==> config.mk <==
export PLATFORM = sky130hd
export DESIGN_NAME = rbsd_rom_bank_select_decoder
export DESIGN_NICKNAME = d
export VERILOG_FILES = /design/src/rbsd_sync2.v /design/src/rbsd_ce_decoder.v /design/src/rbsd_rom_bank_select_decoder.v
export VERILOG_INCLUDE_DIRS = /design/src /design/src/pkg
export SDC_FILE = /design/constraint.sdc
export NUM_CORES = 1
export LEC_CHECK = 0
export ABC_AREA = 1
export BUFFER_PORTS_ARGS = -buffer_cell sky130_fd_sc_hd__buf_2
export CORE_MARGIN = 10
export CORE_UTILIZATION = 49
export CTS_CLUSTER_DIAMETER = 80
export DETAILED_ROUTE_END_ITERATION = 10
export PLACE_DENSITY = 0.78
export SLEW_MARGIN = 0
export SYNTH_ARGS = -nofsm -noshare
export SYNTH_HDL_FRONTEND = slang
export SYNTH_SLANG_ARGS = --single-unit
==> constraint.sdc <==
create_clock -name clk_sys -period 1.2 [get_ports clk_sys]
set_input_delay 0.12 -clock clk_sys [delete_from_list [all_inputs] [get_ports clk_sys]]
set_output_delay 0.12 -clock clk_sys [all_outputs]
set_load 0.03 [all_outputs]
==> src/pkg/rbsd_defs.vh <==
`ifndef RBSD_DEFS_VH
`define RBSD_DEFS_VH

// Host address map
`define RBSD_IO_BASE 16'h7800
`define RBSD_ADAPTER_ADDR 16'h7a00
`define RBSD_SWITCH_ADDR 16'h7c00
`define RBSD_BANK_SEL_ADDR 16'h7e00
`define RBSD_BANK_WIN_BASE 16'h8000
`define RBSD_BANK_WIN_LAST 16'hbfff
`define RBSD_SYS_ROM_BASE 16'hc000

// I/O sub-decoder codes on address bits 10:8
`define RBSD_IO_CODE_ADAPTER 3'h2
`define RBSD_IO_CODE_SWITCH 3'h4
`define RBSD_IO_CODE_BANK 3'h6

// Bank-select latch field positions
`define RBSD_BIT_HALF 0
`define RBSD_BIT_CE_LO 1
`define RBSD_BIT_CE_HI 3
`define RBSD_BIT_HIGH_BANK 4

// Reset value of the bank latch: bank 0
`define RBSD_BANK_SEL_RESET 8'h00

`endif

==> src/rbsd_sync2.v <==
`timescale 1ns/10ps
`default_nettype none
module rbsd_sync2 #(
  parameter W = 1
) (
  input wire clk_sys,
  input wire rstn,
  input wire [W-1:0] d,
  output reg [W-1:0] q
);
  reg [W-1:0] meta;

  always @(posedge clk_sys) begin
    if (!rstn) begin
      meta <= {W{1'b0}};
      q <= {W{1'b0}};
    end else begin
      meta <= d;
      q <= meta;
    end
  end
endmodule // rbsd_sync2
`default_nettype wire

==> src/rbsd_ce_decoder.v <==
`timescale 1ns/10ps
`default_nettype none
// Three-to-eight active-low decoder with an active-high enable
module rbsd_ce_decoder (
  input wire enable,
  input wire [2:0] sel,
  output wire [7:0] ce_n
);
  genvar i;
  generate
    for (i = 0; i < 8; i = i + 1) begin : g_ce
      localparam [2:0] IDX = i;
      assign ce_n[i] = ~(enable && (sel == IDX)); // RULE_06
    end
  endgenerate
endmodule // rbsd_ce_decoder
`default_nettype wire

==> src/rbsd_rom_bank_select_decoder.v <==
`timescale 1ns/10ps
`default_nettype none
`include "rbsd_defs.vh"
// Function
// RULE_01: System ROM region always mapped
// RULE_02: One ROM for both halves, A14 picks
// RULE_03: Bank-select write latches data byte
// RULE_04: D4 picks seventeenth bank or decoder
// RULE_05: D0 drives ROM top address line
// RULE_06: D1-D3 decode eight gated chip enables
// RULE_07: Enable index bank/2, D0 bank mod 2
// RULE_08: Bank 0/1 ROM needs window and enable
// RULE_09: Bank held until next host write
// RULE_10: Phi2-qualified I/O decode on A8-A10
// RULE_11: Switch read returns rear switches
// RULE_12: Adapter select; interrupt pulls request low
// RULE_13: Second latch copy holds D0, D4
// RULE_14: Seventeen 16K banks, two per ROM
// RULE_15: Chip enables exposed as indicators
// RULE_16: I/O select for 7800-7FFF
// RULE_17: Reset clears bank latch to zero
module rbsd_rom_bank_select_decoder (
  input wire clk_sys,
  input wire rstn,
  input wire [15:0] host_addr,
  input wire [7:0] host_wdata,
  input wire host_wr_n,
  input wire phi2,
  output reg [7:0] host_rdata,
  output wire host_rdata_oe_n,
  input wire [7:0] rear_switches,
  input wire adapter_irq,
  output wire service_req_o,
  output wire service_req_oe_n,
  output wire bus_interface_adapter_sel_n,
  output wire switch_sel_n,
  output wire bank_strobe_n,
  output wire [7:0] rom_chip_enables,
  output wire [7:0] diag_leds_n,
  output wire low_rom_chip_enable,
  output wire rom_high_addr,
  output wire sys_rom_ce_n,
  output wire sys_rom_a14,
  output wire bank_rom_ce_n
);
  // Bus signals come from another clock (phi2); resynchronise all of them
  wire [15:0] addr_s;
  wire [7:0] wdata_s;
  wire [7:0] sw_s;
  wire wr_n_s;
  wire phi2_s;
  wire irq_s;
  reg phi2_d;
  reg [7:0] bank_sel;
  reg [1:0] bank_copy;

  rbsd_sync2 #(.W(16)) u_sync_addr (
    .clk_sys(clk_sys),
    .rstn(rstn),
    .d(host_addr),
    .q(addr_s)
  );
  rbsd_sync2 #(.W(8)) u_sync_wdata (
    .clk_sys(clk_sys),
    .rstn(rstn),
    .d(host_wdata),
    .q(wdata_s)
  );
  rbsd_sync2 #(.W(8)) u_sync_sw (
    .clk_sys(clk_sys),
    .rstn(rstn),
    .d(rear_switches),
    .q(sw_s)
  );
  rbsd_sync2 #(.W(3)) u_sync_ctl (
    .clk_sys(clk_sys),
    .rstn(rstn),
    .d({host_wr_n, phi2, adapter_irq}),
    .q({wr_n_s, phi2_s, irq_s})
  );

  // Decoded I/O select for the 7800-7FFF I/O page
  wire [15:0] io_base = `RBSD_IO_BASE;
  wire [15:0] win_base = `RBSD_BANK_WIN_BASE;
  wire [15:0] sys_base = `RBSD_SYS_ROM_BASE;
  wire io_space = (addr_s[15:11] == io_base[15:11]); // RULE_16
  wire io_qual = io_space && phi2_s; // RULE_10
  wire [2:0] io_code = addr_s[10:8];
  wire sel_adapter = io_qual && (io_code == `RBSD_IO_CODE_ADAPTER); // RULE_10
  wire sel_switch = io_qual && (io_code == `RBSD_IO_CODE_SWITCH); // RULE_10
  wire sel_bank = io_qual && (io_code == `RBSD_IO_CODE_BANK); // RULE_10

  assign bus_interface_adapter_sel_n = ~sel_adapter; // RULE_12
  assign switch_sel_n = ~sel_switch;
  assign bank_strobe_n = ~(sel_bank && !wr_n_s);

  // Interrupt is open-drain: drive low only while asserted
  assign service_req_o = 1'b0; // RULE_12
  assign service_req_oe_n = ~irq_s; // RULE_12

  // Latch on the falling phi2 edge so data has settled through the write
  // Decode without phi2 here: synced phi2 is already low on the load edge
  wire bank_addr = io_space && (io_code == `RBSD_IO_CODE_BANK);
  wire bank_write = bank_addr && !wr_n_s && phi2_d && !phi2_s; // RULE_13

  always @(posedge clk_sys) begin
    if (!rstn) begin
      phi2_d <= 1'b0;
    end else begin
      phi2_d <= phi2_s;
    end
  end

  always @(posedge clk_sys) begin
    if (!rstn) begin
      bank_sel <= `RBSD_BANK_SEL_RESET; // RULE_17
      bank_copy <= 2'b00; // RULE_17
    end else if (bank_write) begin
      bank_sel <= wdata_s; // RULE_03 RULE_09
      bank_copy <= {wdata_s[`RBSD_BIT_HIGH_BANK],
                    wdata_s[`RBSD_BIT_HALF]}; // RULE_13
    end
  end

  // Read path: only the switch buffer is readable here
  wire switch_read = sel_switch && wr_n_s;
  always @(posedge clk_sys) begin
    if (!rstn) begin
      host_rdata <= 8'h00;
    end else if (switch_read) begin
      host_rdata <= sw_s; // RULE_11
    end
  end
  assign host_rdata_oe_n = ~switch_read; // RULE_11

  // Seventeen banks: 16 via decoder, the seventeenth in the system ROM
  wire high_bank = bank_copy[1]; // RULE_04 RULE_14
  wire [2:0] ce_index = bank_sel[`RBSD_BIT_CE_HI:`RBSD_BIT_CE_LO]; // RULE_07

  rbsd_ce_decoder u_ce (
    .enable(~high_bank), // RULE_04
    .sel(ce_index),
    .ce_n(rom_chip_enables)
  );

  assign diag_leds_n = rom_chip_enables; // RULE_15
  assign rom_high_addr = bank_copy[0]; // RULE_05 RULE_07

  wire in_window = (addr_s[15:14] == win_base[15:14]) && phi2_s;
  wire in_sys = (addr_s[15:14] == sys_base[15:14]) && phi2_s;

  // Low ROM (banks 0 and 1) selected by window plus enable 0
  assign low_rom_chip_enable = ~(in_window && !rom_chip_enables[0]); // RULE_08
  // Other bank ROMs: window gated by their own enables externally
  assign bank_rom_ce_n = ~(in_window && !high_bank); // RULE_04

  // System ROM device: system half always, bank half when D4 is high
  assign sys_rom_ce_n = ~(in_sys || (in_window && high_bank)); // RULE_01 RULE_02
  assign sys_rom_a14 = addr_s[14]; // RULE_02
endmodule // rbsd_rom_bank_select_decoder
`default_nettype wire

==> impl_metrics.py <==
metrics = {
    "cells_and_area": {
        "antennaDiodeCount": 0,
        "nets": 414,
        "syn_to_final_growth_pct": 57.7,
        "fillers": 255,
        "post-route-util": 0.787,
        "drive_gt1_frac": 0.421,
    },
    "yosys": {
        "synth_edf_count": 0,
        "yosys-top-cells-count": "nand2_1 (79), inv_1 (68), dfxtp_1 (62)",
        "syn_area_per_cell_um2": 7.71,
        "synthFlopType": "dfxtp_1",
        "seq_area_frac_synth": 0.575,
        "synth.ff_latch_count": 62,
        "async_flop_share": 0,
        "syn_nets": 317,
        "synthTopCellsByArea": "dfxtp_1 (58%), nand2_1 (14%), inv_1 (12%), nor2_1 (5.9%), buf_4 (3.1%)",
        "yosysMostFrequentCell": "nand2_1",
        "yosysUniqueCellTypes": 16,
        "synthCells": 280,
        "yosysTopAreaCellShare": 0.575,
        "yosysTopAreaCell": "dfxtp_1",
        "yosysWarnings": 0,
        "netlist_area_um2": 2160,
    },
    "floorplan": {
        "die_w_um": 86.4,
        "design.core.area_um2": 4320,
        "dieArea_um2": 7460,
        "initial_utilization": 0.499,
        "pin_count": 72,
        "rows": 24,
        "die_h_um": 86.4,
    },
    "cts": {
        "cts_buffers": 9,
        "clock_sinks": 62,
        "clk_pin_slew_ns": 0.06,
        "insertion_delay_ns": 0.32,
        "cts_max_path_buffers": 2,
        "cts_tree": "yes",
        "htree_levels": 3,
        "cts_root_buf": "clkbuf_8",
    },
    "global_routing": {
        "track_usage": 0.127,
        "grt_antenna_before_repair": 0,
        "grt_pass1_vias": 1770,
        "grt_pass1_wl_mm": 7.69,
        "grt_max_degree": 27,
        "overflow": 0,
    },
    "setup_path": {
        "endpoint_kind": "output pin",
        "ff2ff_setup_slack_ns": -0.14,
        "critPathKind": "reg -> out",
        "r2r_start": "u_sync_addr.q[15]",
        "crit_chain": "nor2_4 > nand2_2 > or3_4 > buf_6",
        "r2r_cells": 10,
        "cp_max_fo": 2,
        "worstPathArrival_ns": 1.35,
        "worst-path-stages": 4,
        "path_buf_inv": 1,
        "r2r_end": "host_rdata[0]",
        "cp-start-kind": "register",
        "slowest_stage": "dfxtp_2",
        "cp.required_ns": 1.08,
        "max_stage_delay_ns": 0.34,
        "cp_top_family": "simple AND/OR/NAND/NOR gates",
    },
    "drt": {
        "vias_per_cell": 4.29,
        "drc": 0,
        "drt_iter0_markers": 49,
        "wl_per_cell_um": 12.2,
        "first_pass_iters": 4,
        "vias": 1860,
        "wirelength_mm": 5.28,
        "ant_nets": 0,
    },
    "sta": {
        "slew_viol_final": 0,
        "hold_violations": 0,
        "fin_crit_sh": 1.22,
        "rsz0062_at_grt": "yes",
        "clock.fmax_mhz": 681,
        "holdWs_ns": 0.0213,
        "finalSetupViolations": 34,
        "min_period_ns": 1.47,
        "skew_ns": 0.00705,
        "layout_setup_ws_ns": -0.268,
    },
    "worst_hold_path": {
        "worstHoldEndpoint": "u_sync_addr.meta[14]",
        "min-delay-start": "host_addr[14]",
        "hp-class": "in -> reg",
        "holdPathStages": 3,
    },
    "pwr": {
        "p_per_area_nw_per_um2": 1230,
        "peakVddDrop_mv": 1.08,
        "p_leak_nw": 1.88,
    },
    "place": {
        "dp_hpwl_mm": 2.75,
        "port_buffers": 59,
        "gp_congestion": 0.736,
        "dp_slack_ns": -0.0347,
    },
    "status": {
        "status": "finished with violations",
        "violations": "setup timing",
    },
    "flow_run": {
        "drv_cap": 0,
    },
}
worst register-to-register path: stages (launching register included):
cell and delay, ns:
dfxtp_2 0.32, inv_2 0.04, nand2_2 0.05, nor2_4 0.14
buf_6 0.12, nand4_4 0.11, buf_6 0.16, buf_12 0.14
nand2_2 0.05, nand2_1 0.04, nor2_1 0.10
repair_timing:
item | CTS | global route
cloned | 0 | 0
setup endpoints to repair | 28 | 37
hold buffers | 23 | 0
hold endpoints to repair | 23 | 0
buffers inserted | 7 | 3
gates resized for setup | 76 | 58
pin swaps | 15 | 18
flip-flops by register name, summed over array words and instances (netlist names):
signal	count
u_sync_addr.q	8
u_sync_sw.q	8
u_sync_wdata.meta	5
host_rdata	8
u_sync_addr.meta	8
u_sync_ctl.q	3
bank_sel	4
u_sync_sw.meta	8
u_sync_wdata.q	5
bank_copy	1
phi2_d	1
u_sync_ctl.meta	3
kinds of logic after synthesis:
| family | after synthesis | share of synthesized area |
|---|---|---|
| AO/OA/AOI/OAI | 6 | 0.0139 |
| buffers and inverters | 85 | 0.168 |
| flip-flops | 62 | 0.575 |
| other | 1 | 0.00174 |
| AND/OR/NAND/NOR | 126 | 0.241 |
report_power, final:
| part | switching (mW) | internal (mW) |
|---|---|---|
| clock network | 0.723 | 1.06 |
| logic | 0.117 | 0.126 |
| registers | 0.0318 | 2.13 |
| total | 0.871 | 3.32 |
stage by stage:
| stage | total power [mW] | std cells | cell area [um^2] | setup TNS [ns] |
|---|---|---|---|---|
| after floorplan | 2.30 | 280 | 2180 | 0 |
| after global placement | 2.36 | 386 | 2530 | 0 |
| after detailed placement | 2.36 | 386 | 2530 | -0.115 |
| after CTS | 4.20 | 431 | 3220 | -3.61 |
| after global routing | 4.36 | 434 | 3400 | -6.43 |
| final | 4.19 | 434 | 3400 | -3.99 |
how the worst max path moves through the flow:
stage,from,end
5_1_grt,u_sync_addr.q[15],bus_interface_adapter_sel_n
6_report,bank_sel[2],low_rom_chip_enable
3_5_place_dp,u_sync_addr.q[9],bank_copy[1]
3_3_place_gp,u_sync_addr.q[15],bus_interface_adapter_sel_n
4_1_cts,bank_sel[3],low_rom_chip_enable
2_1_floorplan,u_sync_addr.q[14],sys_rom_ce_n
layout make-up:
| class | count | area (um^2) | area share |
|---|---|---|---|
| clock buffer | 12 | 155 | 0.0456 |
| sequential | 62 | 1270 | 0.372 |
| inverter | 68 | 260 | 0.0764 |
| clock inverter | 4 | 45.0 | 0.0132 |
| multi-input combinational | 133 | 733 | 0.215 |
| timing repair buffer | 103 | 880 | 0.258 |
| tap | 52 | 65.1 | 0.0191 |
cell usage in the layout, fill, tap and decap left out:
cell | synthesis | routed
nand3_4 | 0 | 1
clkbuf_8 | 0 | 11
conb_1 | 1 | 1
nor2_4 | 1 | 12
nand3_2 | 0 | 3
clkinv_2 | 0 | 3
nor2_1 | 34 | 19
clkbuf_1 | 5 | 1
inv_4 | 0 | 2
nor2_2 | 4 | 8
buf_2 | 2 | 35
or3_4 | 0 | 1
inv_2 | 0 | 4
nand4_4 | 1 | 1
buf_12 | 0 | 1
dfxtp_2 | 0 | 8
dlygate4sd3_1 | 0 | 23
nand2_1 | 79 | 62
o21ai_2 | 0 | 3
dfxtp_4 | 0 | 4
nand2_2 | 2 | 19
o21ai_1 | 0 | 3
dfxtp_1 | 62 | 50
buf_6 | 1 | 33
buf_4 | 9 | 11
bufinv_16 | 0 | 1
inv_1 | 68 | 62
routing by layer:
metal,vias up,wire length (um),GRT usage
met5,-,0,0
met4,0,109,0.0619
met3,12,315,0.0450
met2,66,2860,0.234
met1,811,1990,0.123
li1,971,-,-
No activity file was read; power rests on OpenSTA's default activity.
